**src/core/dds_cw1_regs.svh**
```systemverilog
// Constants for the first control word register bank
// Contract
// - Serial register addresses 0x00 through 0x16 are decoded, twenty-three in all.
// - Addresses 0x05 and 0x06 are unused; twenty-one registers remain.
// - First control word sits at address 0x00 and is four bytes long.
// - Bit zero is the LSB; range A:B runs from A down to B.
// - Written bits wait in a buffer until update strobe or profile change.
// - Bit 31 enables RAM functions; default zero.
// - Bits 30:29 select RAM playback destination; default 00.
// - Bit 23 enables the external shift-keying pin, only while bits 9:8 equal 10.
// - Bit 22 inserts the inverse sinc filter; default bypassed.
// - Bits 20:17 internal profile act at once, only while bit 31 set.
// - Bit 16 selects sine output; clear selects cosine.
// - Bit 15 reloads ramp rate timer on update, needs second word bit 19.
// - Bit 14 clears the ramp accumulator for one cycle per update.
// - Ramp accumulator clear aligns to update then the next sync clock edge.
// - Bit 13 clears the phase accumulator synchronously on each update.
`ifndef DDS_CW1_REGS_SVH
`define DDS_CW1_REGS_SVH
`define ADDR_CW1 5'h00
`define ADDR_LAST 5'h16
`define ADDR_UNUSED_A 5'h05
`define ADDR_UNUSED_B 5'h06
`define INSTR_LAST 5'h07
`define DATA_LAST 5'h1F
`define INSTR_RD_BIT 7
`define CW1_MASK 32'hE0DFE000
`define CW1_RESET 32'h00000000
`define BIT_RAM_EN 31
`define BIT_DEST_HI 30
`define BIT_DEST_LO 29
`define BIT_OSK_EXT 23
`define BIT_INV_SINC 22
`define BIT_PROF_HI 20
`define BIT_PROF_LO 17
`define BIT_SINE 16
`define BIT_RAMP_RELOAD 15
`define BIT_RAMP_CLR 14
`define BIT_PHASE_CLR 13
`define OSK_MANUAL 2'h2
`define PROF_NONE 4'h0
`endif

```
**src/core/dds_cw1_pkg.sv**
```systemverilog
// Types shared by the control word bank and its serial port
package dds_cw1_pkg;
  typedef struct packed {
    logic rd;
    logic [4:0] addr;
  } instr_t;
  typedef struct packed {
    logic stb;
    logic [31:0] data;
  } wr_t;
  typedef enum logic [1:0] {ST_INSTR, ST_DATA, ST_SKIP} port_state_t;
endpackage

```
**src/core/cw1_serial_port.sv**
```systemverilog
// Serial configuration port: pin synchronisers, instruction and data shifting
`timescale 1ns/1ps
`default_nettype none
`include "dds_cw1_regs.svh"
module cw1_serial_port (
  input wire logic clk,
  input wire logic resetn,
  input wire logic sclk,
  input wire logic cs_n,
  input wire logic sdio_in,
  input wire logic [31:0] rd_data,
  output dds_cw1_pkg::instr_t instr_q,
  output logic instr_stb_q,
  output dds_cw1_pkg::wr_t wr_q,
  output logic sdo_q,
  output logic sdo_oe_q
);
  logic [2:0] sclk_s_q;
  logic [1:0] cs_s_q;
  logic [1:0] sdio_s_q;
  logic [31:0] shift_q;
  logic [31:0] out_q;
  logic [4:0] cnt_q;
  dds_cw1_pkg::port_state_t st_q;
  wire rise_w = sclk_s_q[1] & ~sclk_s_q[2];
  wire fall_w = ~sclk_s_q[1] & sclk_s_q[2];
  wire active_w = ~cs_s_q[1];
  wire [31:0] word_w = {shift_q[30:0], sdio_s_q[1]};
  wire instr_end_w = rise_w && st_q == dds_cw1_pkg::ST_INSTR && cnt_q == `INSTR_LAST;
  wire data_end_w = rise_w && st_q == dds_cw1_pkg::ST_DATA && cnt_q == `DATA_LAST;
  wire is_cw1_w = word_w[4:0] == `ADDR_CW1;

  always_ff @(posedge clk or negedge resetn) begin
    if (!resetn) begin
      sclk_s_q <= 3'h0;
      cs_s_q <= 2'h3;
      sdio_s_q <= 2'h0;
    end else begin
      sclk_s_q <= {sclk_s_q[1:0], sclk};
      cs_s_q <= {cs_s_q[0], cs_n};
      sdio_s_q <= {sdio_s_q[0], sdio_in};
    end
  end

  always_ff @(posedge clk or negedge resetn) begin
    if (!resetn) begin
      st_q <= dds_cw1_pkg::ST_INSTR;
      cnt_q <= 5'h00;
      shift_q <= 32'h00000000;
    end else if (!active_w) begin
      st_q <= dds_cw1_pkg::ST_INSTR;
      cnt_q <= 5'h00;
    end else if (rise_w) begin
      shift_q <= word_w;
      cnt_q <= (instr_end_w || data_end_w) ? 5'h00 : cnt_q + 5'h01;
      if (instr_end_w) begin
        st_q <= is_cw1_w ? dds_cw1_pkg::ST_DATA : dds_cw1_pkg::ST_SKIP;
      end else if (data_end_w) begin
        st_q <= dds_cw1_pkg::ST_SKIP;
      end
    end
  end

  always_ff @(posedge clk or negedge resetn) begin
    if (!resetn) begin
      instr_q <= '0;
      instr_stb_q <= 1'b0;
      wr_q <= '0;
    end else begin
      instr_stb_q <= instr_end_w && active_w;
      wr_q.stb <= data_end_w && active_w && !instr_q.rd;
      if (instr_end_w) begin
        instr_q <= {word_w[`INSTR_RD_BIT], word_w[4:0]};
      end
      if (data_end_w) begin
        wr_q.data <= word_w;
      end
    end
  end

  always_ff @(posedge clk or negedge resetn) begin
    if (!resetn) begin
      out_q <= 32'h00000000;
      sdo_q <= 1'b0;
      sdo_oe_q <= 1'b0;
    end else if (!active_w) begin
      sdo_oe_q <= 1'b0;
    end else if (instr_end_w) begin
      out_q <= is_cw1_w ? rd_data : 32'h00000000;
    end else if (fall_w && st_q == dds_cw1_pkg::ST_DATA && instr_q.rd) begin
      sdo_q <= out_q[31];
      out_q <= {out_q[30:0], 1'b0};
      sdo_oe_q <= 1'b1;
    end
  end
endmodule
`default_nettype wire

```
**src/core/dds_cw1_bank.sv**
```systemverilog
// First control word register bank: buffer, update transfer and strobes
`timescale 1ns/1ps
`default_nettype none
`include "dds_cw1_regs.svh"
module dds_cw1_bank (
  input wire logic clk,
  input wire logic resetn,
  input wire logic sclk,
  input wire logic cs_n,
  input wire logic sdio_in,
  output logic sdo,
  output logic sdo_oe,
  input wire logic io_update,
  input wire logic [2:0] profile_pins,
  input wire logic [1:0] osk_sel,
  input wire logic ramp_gen_en,
  output logic ram_enable_q,
  output logic [1:0] ram_dest_q,
  output logic osk_ext_en_q,
  output logic inv_sinc_en_q,
  output logic [3:0] profile_int_q,
  output logic sine_sel_q,
  output logic ramp_reload_q,
  output logic ramp_clear_q,
  output logic phase_clear_q,
  output logic bad_addr_q
);
  dds_cw1_pkg::instr_t instr;
  dds_cw1_pkg::wr_t wr;
  logic instr_stb;
  logic [31:0] buf_q;
  logic [31:0] active_q;
  logic [1:0] upd_s_q;
  logic upd_prev_q;
  logic [2:0] prof_s1_q;
  logic [2:0] prof_s2_q;
  logic [2:0] prof_prev_q;
  logic upd_dly_q;
  logic ramp_arm_q;

  cw1_serial_port port_i (
    .clk(clk),
    .resetn(resetn),
    .sclk(sclk),
    .cs_n(cs_n),
    .sdio_in(sdio_in),
    .rd_data(buf_q),
    .instr_q(instr),
    .instr_stb_q(instr_stb),
    .wr_q(wr),
    .sdo_q(sdo),
    .sdo_oe_q(sdo_oe)
  );

  wire addr_range_w = instr.addr <= `ADDR_LAST;
  wire addr_unused_w = instr.addr == `ADDR_UNUSED_A || instr.addr == `ADDR_UNUSED_B;
  wire bad_addr_d = instr_stb && (!addr_range_w || addr_unused_w);
  wire io_rise_w = upd_s_q[1] & ~upd_prev_q;
  wire pin_change_w = prof_s2_q != prof_prev_q;
  wire [3:0] profile_int_d = buf_q[`BIT_RAM_EN] ? buf_q[`BIT_PROF_HI:`BIT_PROF_LO] : `PROF_NONE;
  wire int_change_w = profile_int_d != profile_int_q;
  wire upd_w = io_rise_w | pin_change_w | int_change_w;
  wire osk_ext_d = active_q[`BIT_OSK_EXT] && osk_sel == `OSK_MANUAL;
  wire reload_d = upd_w && buf_q[`BIT_RAMP_RELOAD] && ramp_gen_en;
  wire phase_clr_d = upd_w && buf_q[`BIT_PHASE_CLR];
  wire ramp_arm_d = upd_w && buf_q[`BIT_RAMP_CLR];

  assign ram_enable_q = active_q[`BIT_RAM_EN];
  assign ram_dest_q = active_q[`BIT_DEST_HI:`BIT_DEST_LO];
  assign inv_sinc_en_q = active_q[`BIT_INV_SINC];
  assign sine_sel_q = active_q[`BIT_SINE];

  always_ff @(posedge clk or negedge resetn) begin
    if (!resetn) begin
      upd_s_q <= 2'h0;
      upd_prev_q <= 1'b0;
      prof_s1_q <= 3'h0;
      prof_s2_q <= 3'h0;
      prof_prev_q <= 3'h0;
    end else begin
      upd_s_q <= {upd_s_q[0], io_update};
      upd_prev_q <= upd_s_q[1];
      prof_s1_q <= profile_pins;
      prof_s2_q <= prof_s1_q;
      prof_prev_q <= prof_s2_q;
    end
  end

  always_ff @(posedge clk or negedge resetn) begin
    if (!resetn) begin
      buf_q <= `CW1_RESET;
    end else if (wr.stb) begin
      buf_q <= wr.data & `CW1_MASK;
    end
  end

  always_ff @(posedge clk or negedge resetn) begin
    if (!resetn) begin
      active_q <= `CW1_RESET;
    end else if (upd_w) begin
      active_q <= buf_q;
    end
  end

  always_ff @(posedge clk or negedge resetn) begin
    if (!resetn) begin
      profile_int_q <= `PROF_NONE;
      osk_ext_en_q <= 1'b0;
      ramp_reload_q <= 1'b0;
      phase_clear_q <= 1'b0;
      ramp_arm_q <= 1'b0;
      ramp_clear_q <= 1'b0;
      upd_dly_q <= 1'b0;
      bad_addr_q <= 1'b0;
    end else begin
      profile_int_q <= profile_int_d;
      osk_ext_en_q <= osk_ext_d;
      ramp_reload_q <= reload_d;
      phase_clear_q <= phase_clr_d;
      ramp_arm_q <= ramp_arm_d;
      ramp_clear_q <= ramp_arm_q;
      upd_dly_q <= upd_w;
      bad_addr_q <= bad_addr_d;
    end
  end
endmodule
`default_nettype wire

```
**config.mk**
```make
export PLATFORM = sky130hd
export DESIGN_NAME = dds_cw1_bank
export DESIGN_NICKNAME = d
export VERILOG_FILES = /design/src/core/dds_cw1_pkg.sv /design/src/core/cw1_serial_port.sv /design/src/core/dds_cw1_bank.sv
export VERILOG_INCLUDE_DIRS = /design/src /design/src/core
export SDC_FILE = /design/constraint.sdc
export NUM_CORES = 1
export LEC_CHECK = 0
export BUFFER_PORTS_ARGS = -buffer_cell sky130_fd_sc_hd__buf_2
export CORE_UTILIZATION = 57
export DETAILED_ROUTE_END_ITERATION = 12
export GPL_TIMING_DRIVEN = 0
export HOLD_SLACK_MARGIN = 0.08
export PLACE_DENSITY = 0.77
export SYNTH_ARGS = -nofsm -noshare
export SYNTH_HDL_FRONTEND = slang
export SYNTH_SLANG_ARGS = --single-unit
export TNS_END_PERCENT = 10
```
**constraint.sdc**
```tcl
create_clock -name clk -period 3.3 [get_ports clk]
set_clock_uncertainty 0.15 [all_clocks]
set_input_delay 0.66 -clock clk [delete_from_list [all_inputs] [get_ports clk]]
set_output_delay 0.66 -clock clk [all_outputs]
set_load 0.01 [all_outputs]
```
Yosys cells after proc, flatten, opt, wreduce, memory -nomap -nowiden

Index checks and enable logic that the tools add are counted.

Divide/modulo/power cells: 0
Bitwise gates (word level): 10
Reductions and logical operators: 31
Order comparisons: 1
Equal/unequal tests: 9
Multiplexer cells: 15
$mul: 0
Shift-type cells: 0
Add/sub/neg operators: 1

Operators with widths:

| operator              | count |
|---|---|
| $mux W32              | 3 |
| $eq A5 B3 Y1 const B  | 3 |
| $logic_and A1 B1 Y1   | 15 |
| $mux W5               | 3 |
| $mux W2               | 5 |
| $reduce_and A2 Y1     | 4 |
| $reduce_bool A2 Y1    | 3 |
| $add A5 B1 Y5 const B | 1 |
| $eq A5 B5 Y1 const B  | 1 |
| $le A5 B5 Y1 const B  | 1 |
| $logic_not A5 Y1      | 1 |
| $not A1 Y1            | 5 |
| $mux W4               | 1 |
| $ne A4 B4 Y1          | 1 |
| $and A1 B1 Y1         | 3 |
| $logic_or A1 B1 Y1    | 3 |
| $mux W1               | 3 |
| $ne A3 B3 Y1          | 1 |
| $reduce_and A3 Y1     | 1 |
| $reduce_bool A3 Y1    | 1 |
| $eq A2 B1 Y1 const B  | 1 |
| $eq A2 B2 Y1 const B  | 1 |
| $logic_not A1 Y1      | 2 |
| $logic_not A2 Y1      | 1 |
| 2 further kinds       | 3 |

Word-level logic and storage cells: 95
Latch bits: 0
Memories kept: 0
Output and inout bits: 16
Memory bits (read-only): 0
Flip-flop bits (word level): 167
Bits in writable memories: 0

Longest topological paths before layout

Gate-level depths: netlist of the first run.

Word-level depth: 8
Gate-level depth with buffers: 8
Depth with buffers taken out: 8

Hierarchy

Synthesis of the first run repeated with hierarchy kept, for this count alone.

Cell total of the unflattened synthesis: 468
Area total of the unflattened synthesis: 6,856.6 um^2

By module, submodules not included:

| module          | instances | cells an instance | area an instance (um^2) |
|---|---|---|---|
| cw1_serial_port | 1         | 367               | 5,351.4 |
| dds_cw1_bank    | 1         | 101               | 1,505.2 |

Worst setup path after synthesis of the first run

Ideal clock, no wire load.

Path kind: reg-to-reg
Start point: reg port_i.cnt_q[0]
End point: reg port_i.wr_q[15] in the netlist's numbering
Required time: 3.025 ns
Arrival: 1.778 ns
Setup time: 0.125 ns
Path slack: 1.248 ns
Path buffers: 1
Period minus slack after synthesis: 2.052 ns
Stages on the path, launching flop included: 8
Path through: dfrtp_1 ha_1 and3_1 ha_1 nand3b_1 nor2_1 buf_2 mux2_2

Longest elaborated chain between the ends: 2

Ends and longest elaborated chain:

| item                          | RTL line              | source |
|---|---|---|
| start: declaration            | cw1_serial_port.sv:23 | `logic [4:0] cnt_q;` |
| start signal: assignment      | cw1_serial_port.sv:55 | `cnt_q <= (instr_end_w \|\| data_end_w) ? 5'h00 : cnt_q + 5'h01;` |
| $eq A5 B5 Y1 (no line)        | n/a                   |  |
| $logic_and A1 B1 Y1 (no line) | n/a                   |  |
| end: declaration              | cw1_serial_port.sv:14 | `output dds_cw1_pkg::wr_t wr_q,` |

No other way between the ends.
A chain may end at the register's enable or synchronous reset.

Worst setup path after layout of the first run

Start point: reg port_i.cnt_q[0]
End point: reg port_i.wr_q[23] in the netlist's numbering

The elaborated chain is that of the path after synthesis.

==> metrics.txt, run 1 <==
antenna violations before repair 0; Post-Synth Simple-Gate Area 8.13%; setup bufs post-CTS 0; kind of critical path reg2reg; leading cell types by count after synthesis 126 x dfrtp_1, 68 x mux2_2, 36 x nor2_1; Worst Hold Class in2reg; critical path arrival 2.67 ns; Async SR Flop Fraction 100%; register area share after synthesis 65.9%; Routed Antenna Nets 0; clock latency on the worst-skew pair 0.50 ns; 1st-iter DRT viols 78; post-synthesis mux area share 16.2%; post-CTS resize count 0; CP endpoint kind flop; CP max-delay cell dfrtp_1; placed cells 475; Synth Area per Inst 14.2 µm²; top cell type's share of synthesized area 64.8%; RSZ-0062 raised after global routing false; ys flop type dfrtp_1; post-synth top area cell dfrtp_1; clk root buf clkbuf_8; Die Height 94.4 µm; Bufs on Longest Clock Path 2; DIE AREA 8900 µm²; grt ovf 0; clock slew at reported path FFs 0.06 ns; Rows 33; Area contributors post-synth dfrtp_1 65%, mux2_2 16%, nor2_1 2.8%; worst slew pin tran 0.525 ns; status completed; peak supply drop 455 µV; synth-to-layout area growth 18.9%; Die Width 94.4 µm; WHS 0.106 ns; max capacitance violation total 0; ant diodes 0; post-detailed-route wirelength per cell 16.8 µm; final worst slack 0.866 ns; Overall Global Routing Usage 21.7%; Slew Viols, Final 0; core box area 8220 µm²; vias in the first global route 2850; DR vias/cell 5.67; num ports 28; Sink Count 128; filler instances 545; share of cells above drive strength 1 37.0%; YS warnings 0; xor/xnor share of the synthesized area 0.721%; Tcrit/Tclk final 73.8%; leakage dissipation 2.91 nW; CTS tree built; dpl hpwl 5290 µm; syn nets 356; final net count 404; crit path max fanout 10; pre-CTS WS 0.935 ns; Layout Cells excl Fill 508; Critical Path Start Type flop; complex-gate fraction of the synthesized area 6.18%; CP max stage delay 0.40 ns; Post-Route WL 8550 µm; WP data required 3.53 ns; final hold vios 0; cells after synthesis 342; Vias 2878; first-pass GRT wire length 14300 µm; EDFF count, synth 0; largest net degree at the start of global routing 88; top-count cell post-synth dfrtp_1; Adder-Cell Fraction of Synth Area 0.515%; Finish-stage setup viols 0; min Tclk post-route 2.43 ns; Cell variety after synth 42; Placer Congestion 0.833; DR pass1 iterations 4; FMAX 411 MHz; total power 0.00367 W; worst-path cell chain ha_1 -> and3_1 -> ha_1 -> nand3b_1 -> nor2_1 -> buf_2 -> mux2_2; Initial Util 59.2%; crit-path most repeated cell ha_1; drc violations 0; Num CTS Buffers 17; synthesized cell area 4860 µm²; Port Buffers 27; #FFs+latches synth 128; largest family of logic cells by synthesized area multiplexers; H-Tree Depth 4; pwr dens 636 nW/µm²; max_slew headroom 65.0%
## cells in the final DEF, fill, tap and decap left out, types with 3 or more instances in the layout
master      Yosys  routed
a21oi_1         5       5
a221oi_1       12      12
a22o_1          6       6
a22oi_1         4       4
and2_1          4       4
and3_1          4       4
buf_2           8      34
buf_4           3       3
bufinv_16       0       3
clkbuf_1        4       4
clkbuf_16       0      16
clkinvlp_4      0       5
dfrtp_1       126     126
inv_1           7       7
inv_6           0       4
mux2_2         68      68
nand2_1        13      13
nor2_1         36      36
o21ai_0         5       5
xor2_1          3       3
## path summary, 6_finish.rpt
path                            depth (start not counted)                to            start  slack [ns]
worst max register to register                          7   port_i.wr_q[23]  port_i.cnt_q[0]        0.87
worst min-delay path                                    1      prof_s1_q[0]  profile_pins[0]        0.11
worst min register to register                          0      prof_s2_q[2]     prof_s1_q[2]        0.20
min in group asynchronous                               2   port_i.cnt_q[1]           resetn        0.49
max in group asynchronous                               3  profile_int_q[3]           resetn        1.78
worst max-delay path                                    7   port_i.wr_q[23]  port_i.cnt_q[0]        0.87
## cell families (layout without fill, tap and decap cells)
group                      after synthesis  after routing
DFF                                    128            128
and+or+nand+nor                         76             76
muxes                                   70             70
AOI/OAI and AO/OA                       39             39
buffers and inverters                   23             84
xor gates and xnor gates                 4              4
adders and majority gates                2              2
## routing by layer
metal / GRT usage [%] / up-vias / routed length [µm]
met3: 5.80 / 9 / 158
li1: - / 1321 / -
met5: 0 / - / 0
met2: 33.8 / 35 / 4270
met1: 28.6 / 1513 / 4020
met4: 10.0 / 0 / 108
## report_power, final
group / total (W) / internal, W / switching (W)
logic: 0.000122 / 0.0000582 / 0.0000640
clock network: 0.00188 / 0.00118 / 0.000695
registers: 0.00168 / 0.00163 / 0.0000447
total: 0.00367 / 0.00287 / 0.000803
## stage by stage
| stage | util [%] | cell area, µm² | TNS (ns) |
|---|---|---|---|
| after floorplan | - | 4860 | 0 |
| after global placement | 62.4 | 5130 | -11.97 |
| after detailed placement | 62.8 | 5160 | 0 |
| after CTS | 70.4 | 5780 | 0 |
| after global routing | 70.4 | 5780 | 0 |
| final | 70.4 | 5780 | 0 |
## timing repair
action,CTS,global route
setup endpoints to repair,0,0
hold buffers,1,0
hold endpoints to repair,41,0
## critical path: cells and delay by family (launching register included)
family                   cells  cell delay [ns]
AND/OR/NAND/NOR              3             0.63
adder cells (fa/ha/maj)      2             0.42
flip-flops                   1             0.40
multiplexers                 1             0.38
buffers and inverters        1             0.33
## flip-flops by register name, indices dropped and copies added, names as in the netlist, 3 cells and up
| name | cells |
|---|---|
| active_q | 6 |
| buf_q | 13 |
| port_i.cnt_q | 5 |
| port_i.instr_q | 6 |
| port_i.out_q | 19 |
| port_i.sclk_s_q | 3 |
| port_i.shift_q | 31 |
| port_i.wr_q | 14 |
| prof_prev_q | 3 |
| prof_s1_q | 3 |
| prof_s2_q | 3 |
| profile_int_q | 4 |
## cell type report
class                   count  area [µm²]  share of cell area (%)
flip-flops and latches    128        3210                    55.5
inverters                   7        26.3                   0.455
well taps                 105         131                    2.27
clock inverters            14         180                    3.12
plain buffers              16        88.8                    1.54
repair buffers             29         179                    3.10
multi-input cells         191        1540                    26.7
clock buffers              18         428                    7.40
Note: power is estimated with default switching activity, not from simulation.
==> inputs of run 2 (changes only) <==
==> constraint.sdc (replaced) <==
create_clock -name clk -period 2.4 [get_ports clk]
set_clock_uncertainty 0.15 [all_clocks]
set_input_delay 0.48 -clock clk [delete_from_list [all_inputs] [get_ports clk]]
set_output_delay 0.48 -clock clk [all_outputs]
set_load 0.01 [all_outputs]
==> run 2 against run 1 <==
Wire length rose by 2.3%. Critical path depth did not move. Sequential power is 37% higher. Maximum frequency grew 5.0%. Via count up 1.8%. Count of clock-buffer cells in the layout stayed put. Utilization increased by 1.2 points. Die area did not move. Register-to-register slack got worse by 0.78 ns. Non-clock buffer count rose by 9. Flip-flop and latch count unchanged. Final cell count rose by 1.8%. Critical endpoint unchanged. Largest power group unchanged.
==> metrics.txt, run 2 (same netlist as run 1, synthesis figures left out) <==
r2r setup slk 0.08 ns (was 0.87 ns); Routed Antenna Nets 0 (unchanged); share of cells above drive strength 1 36.7% (was 37.0%); Placer Congestion 0.833 (unchanged); grt ovf 0 (unchanged); min-delay src ramp_gen_en (was profile_pins[0]); Hold Path Sink ramp_reload_q (was prof_s1_q[0]); CP endpoint kind flop (unchanged); DIE AREA 8900 µm² (unchanged); Slew Viols, Final 0 (unchanged); pwr dens 862 nW/µm² (was 636 nW/µm²); setup bufs post-CTS 0 (unchanged); WP data required 2.64 ns (was 3.53 ns); placed cells 475 (unchanged); antenna violations before repair 0 (unchanged); Rows 33 (unchanged); most frequent cells in the layout 126 x dfrtp_1, 68 x mux2_2, 34 x nor2_1 (was 126 x dfrtp_1, 68 x mux2_2, 36 x nor2_1); Port Buffers 27 (unchanged); Num CTS Buffers 17 (unchanged); post-detailed-route wirelength per cell 16.9 µm (was 16.8 µm); vias in the first global route 2910 (was 2850); register area 3210 µm² (unchanged); worst slew pin tran 0.510 ns (was 0.525 ns); Sink Count 128 (unchanged); max_slew headroom 66.0% (was 65.0%); hold depth 2 (was 1); status completed (unchanged); Reg with most FFs port_i.shift_q (unchanged); ant diodes 0 (unchanged); crit path max fanout 10 (unchanged); critical path arrival 2.56 ns (was 2.67 ns); Tcrit/Tclk final 96.6% (was 73.8%); leakage dissipation 2.95 nW (was 2.91 nW); dpl hpwl 5290 µm (unchanged); H-Tree Depth 4 (unchanged); CTS tree built (unchanged); peak supply drop 627 µV (was 455 µV); Initial Util 59.2% (unchanged); Die Height 94.4 µm (unchanged); min Tclk post-route 2.32 ns (was 2.43 ns); Overall Global Routing Usage 22.0% (was 21.7%); r2r worst-path depth 7 (unchanged); final hold vios 0 (unchanged); setup tns final 0 ns (unchanged); Bufs on Longest Clock Path 2 (unchanged); area occupied by multi-input gates 1550 µm² (was 1540 µm²); most common cell after layout, fill and taps aside dfrtp_1 (unchanged); clock slew at reported path FFs 0.06 ns (about the same); final net count 413 (was 404); largest net degree at the start of global routing 88 (unchanged); max capacitance violation total 0 (unchanged); Util after Layout 71.5% (was 70.4%); core box area 8220 µm² (unchanged); biggest regs port_i.shift_q x31, port_i.out_q x19, port_i.wr_q x14 (unchanged); 1st-iter DRT viols 76 (was 78); num ports 28 (unchanged); Critical Path Start Type flop (unchanged); synth-to-layout area growth 20.9% (was 18.9%); Die Width 94.4 µm (unchanged); drc violations 0 (unchanged); clk root buf clkbuf_8 (unchanged); FMAX 431 MHz (was 411 MHz); reg-to-reg startpoint port_i.cnt_q[0] (unchanged); Vias 2930 (was 2878); FF-to-FF End port_i.wr_q[23] (unchanged); clock latency on the worst-skew pair 0.51 ns (was 0.50 ns); Post-Route WL 8750 µm (was 8550 µm); first-pass GRT wire length 14500 µm (was 14300 µm); Worst Hold Class in2reg (unchanged); Finish-stage setup viols 0 (unchanged); DR vias/cell 5.67 (about the same); number of flip-flops under the largest register name 31 (unchanged); DR pass1 iterations 4 (unchanged); filler instances 541 (was 545); kind of critical path reg2reg (unchanged); Layout Cells excl Fill 517 (was 508)
==> run 2: cell count changes in the layout (fill, tap and decap cells not counted) <==
cell / previous run / this run
buf_2: 34 / 33
dlygate4sd3_1: 1 / 10
clkbuf_4: 0 / 1
nor2_1: 36 / 34
nor2_2: 0 / 2
==> run 2: layout make-up <==
| cell class | count | share of cell area [%] |
|---|---|---|
| plain buffers | 16 | 1.55 |
| clock buffers | 18 | 7.28 |
| clock inverters | 14 | 3.07 |
| inverters | 7 | 0.447 |
| multi-input cells | 191 | 26.3 |
| flip-flops and latches | 128 | 54.5 |
| well taps | 105 | 2.23 |
| repair buffers | 38 | 4.58 |
==> run 2: how the worst max path moves through the flow <==
| stage | start | to | slack [ns] |
|---|---|---|---|
| 6_report | port_i.cnt_q[0] | port_i.wr_q[23] | 0.08 |
| 5_1_grt | port_i.cnt_q[0] | port_i.wr_q[23] | -0.005 |
| 4_1_cts | port_i.cnt_q[0] | port_i.wr_q[23] | 0.05 |
| 3_5_place_dp | port_i.cnt_q[0] | port_i.wr_q[19] | 0.04 |
| 3_3_place_gp | resetn | prof_s1_q[2] | -0.82 |
| 2_1_floorplan | port_i.cnt_q[0] | port_i.wr_q[15] | 0.35 |
==> run 2: through the flow <==
stage	hold WS, ns	total power, W	setup slack, ns	instance area, µm²
after floorplan	0.0344	0.00242	0.348	4860
after global placement	0.182	0.00249	-0.824	5130
after detailed placement	0.185	0.00251	0.0353	5160
after CTS	0.0929	0.00510	0.0515	5870
after global routing	0.0973	0.00525	-0.00462	5880
final	0.111	0.00507	0.0813	5880
==> run 2: what timing repair did <==
item,CTS,global route
endpoints found under the hold margin,49,0
gates resized for setup,1,2
hold buffers,10,0
endpoints found under the setup margin,10,11
==> run 2: power breakdown <==
part	total, W	internal (W)	switching, W
clock	0.00258	0.00162	0.000958
combinational	0.000179	0.0000886	0.0000907
sequential	0.00230	0.00224	0.0000616
==> run 2: worst max-delay path, stage by stage, from the launching register on <==
cell,delay [ns]
dfrtp_1,0.40
ha_1,0.26
and3_1,0.18
ha_1,0.16
nand3b_1,0.16
nor2_2,0.25
clkbuf_4,0.28
mux2_2,0.36
==> run 2: per-layer routing <==
metal / vias up / global-route usage (%) / share of wire, %
li1: 1334 / - / -
met1: 1523 / 29.0 / 45
met2: 62 / 34.4 / 50
met3: 11 / 5.88 / 3.6
met4: 0 / 10.0 / 1.2
met5: - / 0 / 0
==> inputs of run 3 (changes only) <==
--- a/config.mk
+++ b/config.mk
@@ -12,6 +12,7 @@
 export GPL_TIMING_DRIVEN = 0
 export HOLD_SLACK_MARGIN = 0.08
 export PLACE_DENSITY = 0.77
+export REMOVE_ABC_BUFFERS = 1
 export SYNTH_ARGS = -nofsm -noshare
 export SYNTH_HDL_FRONTEND = slang
 export SYNTH_SLANG_ARGS = --single-unit
==> constraint.sdc (replaced) <==
create_clock -name clk -period 2.74 [get_ports clk]
set_clock_uncertainty 0.15 [all_clocks]
set_input_delay 0.548 -clock clk [delete_from_list [all_inputs] [get_ports clk]]
set_output_delay 0.548 -clock clk [all_outputs]
set_load 0.01 [all_outputs]
==> run 3 against run 2 <==
First-iteration DRC count up 92%. Sequential share of layout area up 1.0 points. Critical endpoint is now port_i.out_q[31]. Final cell count down 2.7%. Largest power group unchanged. Maximum frequency down 9.5%.
==> metrics.txt, run 3 (same netlist as run 1, synthesis figures left out) <==
Worst Hold Class in2reg (unchanged); DR pass1 iterations 6 (was 4); WP data required 3.03 ns (was 2.64 ns); Routed Antenna Nets 0 (unchanged); met2 WL 4540 µm (was 4380 µm); Num CTS Buffers 17 (unchanged); Finish-stage setup viols 0 (unchanged); worst-path cell chain nor2b_1 -> nand4_2 -> nor3_4 -> buf_4 -> a221oi_1 -> nor2_1 (was ha_1 -> and3_1 -> ha_1 -> nand3b_1 -> nor2_2 -> clkbuf_4 -> mux2_2); Initial Util 59.2% (unchanged); peak supply drop 455 µV (was 627 µV); Tcrit/Tclk final 93.5% (was 96.6%); worst slew pin tran 0.912 ns (was 0.510 ns); crit path max fanout 22 (was 10); CP max-delay cell nand4_2 (was dfrtp_1); DR vias/cell 5.87 (was 5.67); Vias 2955 (was 2930); synth-to-layout area growth 18.7% (was 20.9%); max_slew headroom 39.2% (was 66.0%); Sink Count 128 (unchanged); final hold vios 0 (unchanged); r2r worst-path depth 6 (was 7); share of cells above drive strength 1 35.7% (was 36.7%); dpl hpwl 4920 µm (was 5290 µm); Slew Viols, Final 0 (unchanged); Comb pwr share 3.6% (was 3.5%); critical path arrival 2.85 ns (was 2.56 ns); antenna violations before repair 0 (unchanged); most common cell after layout, fill and taps aside dfrtp_1 (unchanged); M1 WL 3820 µm (was 3950 µm); Sw Share 23.6% (was 21.9%); Reg with most FFs port_i.shift_q (unchanged); max capacitance violation total 0 (unchanged); hold depth 2 (unchanged); DIE AREA 8900 µm² (unchanged); area occupied by multi-input gates 1570 µm² (was 1550 µm²); final worst slack 0.179 ns (was 0.0813 ns); Clock power frac 49.2% (was 51.0%); most frequent cells in the layout 126 x dfrtp_1, 68 x mux2_2, 34 x nor2_1 (unchanged); H-Tree Depth 4 (unchanged); leakage dissipation 2.90 nW (was 2.95 nW); Placer Congestion 0.822 (was 0.833); NetSw 0.00101 W (was 0.00111 W); clock slew at reported path FFs 0.06 ns (about the same); biggest regs port_i.shift_q x31, port_i.out_q x19, port_i.wr_q x14 (unchanged); top layer in use met4 (unchanged); final net count 399 (was 413); Bufs on Longest Clock Path 2 (unchanged); delay-heaviest family, CP simple AND/OR/NAND/NOR gates (unchanged); Die Height 94.4 µm (unchanged); ant diodes 0 (unchanged); FMAX 390 MHz (was 431 MHz); Pint 0.00327 W (was 0.00395 W); CTS tree built (unchanged); Post-Route WL 8890 µm (was 8750 µm); drc violations 0 (unchanged); Rows 33 (unchanged); CP Buf/Inv Count 1 (unchanged); post-detailed-route wirelength per cell 17.7 µm (was 16.9 µm); clock latency on the worst-skew pair 0.52 ns (was 0.51 ns); Port Buffers 27 (unchanged); Util after Layout 70.2% (was 71.5%); Placed Area 5080 µm² (was 5160 µm²); num ports 28 (unchanged); register area 3210 µm² (unchanged); r2r setup slk 0.18 ns (was 0.08 ns); Critical Path Start Type flop (unchanged); Critical Path Stages 6 (was 7); largest net degree at the start of global routing 68 (was 88); pwr dens 741 nW/µm² (was 862 nW/µm²); Die Width 94.4 µm (unchanged); status completed (unchanged); min Tclk post-route 2.56 ns (was 2.32 ns); filler instances 510 (was 541); clk root buf clkbuf_8 (unchanged); pre-CTS WS -0.158 ns (was 0.0353 ns); kind of critical path reg2reg (unchanged); first-pass GRT wire length 14500 µm (about the same); met3 WL 440 µm (was 319 µm); number of flip-flops under the largest register name 31 (unchanged); CP endpoint kind flop (unchanged); Overall Global Routing Usage 21.9% (was 22.0%); RSZ-0062 raised after global routing false; 1st-iter DRT viols 146 (was 76); vias in the first global route 2970 (was 2910); Sequential Power Share 47.3% (was 45.5%); grt ovf 0 (unchanged); CP max stage delay 0.66 ns (was 0.40 ns); Finished Cell Area 5770 µm² (was 5880 µm²); core box area 8220 µm² (unchanged)
run 3: repair_timing:
item                                    CTS  global route
endpoints found under the hold margin    67             0
endpoints found under the setup margin   26            14
buffers inserted                          0             1
hold buffers                             10             0
gates resized for setup                   2             1
pin swaps                                 1             2
cloned                                    0             1
run 3: area by class of cell:
type / count / share of cell area, %
Clock inverter: 15 / 2.56
Timing Repair Buffer: 39 / 4.79
Tap cell: 105 / 2.28
Clock buffer: 17 / 7.18
Multi-Input combinational cell: 192 / 27.2
Inverter: 7 / 0.455
Sequential cell: 128 / 55.6
run 3: power by group through the flow:
stage / clock [W] / sequential [W] / combinational (W)
CTS: 0.00213 / 0.00202 / 0.000156
finish: 0.00210 / 0.00202 / 0.000153
global placement: 0 / 0.00205 / 0.000131
floorplan: 0 / 0.00203 / 0.0000804
global route: 0.00224 / 0.00203 / 0.000173
detailed placement: 0 / 0.00205 / 0.000144
run 3: final timing paths:
path	endpoint	from
max in group asynchronous	profile_int_q[3]	resetn
setup / recovery	port_i.out_q[31]	port_i.sclk_s_q[1]
setup reg to reg	port_i.out_q[31]	port_i.sclk_s_q[1]
hold reg to reg	prof_s2_q[1]	prof_s1_q[1]
min in group asynchronous	bad_addr_q	resetn
hold / removal	ramp_reload_q	ramp_gen_en
run 3: worst register-to-register path, cell delays in order, from the launching register on:
cell and delay, ns:
dfrtp_1 0.42, nor2b_1 0.37, nand4_2 0.66, nor3_4 0.35
buf_4 0.25, a221oi_1 0.13, nor2_1 0.16
run 3: layer usage:
| layer | global-route usage, % | vias to the layer above |
|---|---|---|
| li1 | - | 1308 |
| met3 | 6.84 | 12 |
| met5 | 0 | - |
| met1 | 28.1 | 1542 |
| met4 | 8.21 | 0 |
| met2 | 35.3 | 93 |
run 3: stage by stage:
stage          std cells  TNS, ns  total power [W]  hold slack, ns
3_5_place_dp         459    -1.37          0.00220           0.185
6_report             503        0          0.00428           0.169
4_1_cts              501        0          0.00431           0.150
3_3_place_gp         458  -112.30          0.00218           0.181
2_1_floorplan        326    -5.76          0.00211           0.102
5_1_grt              503        0          0.00444           0.158
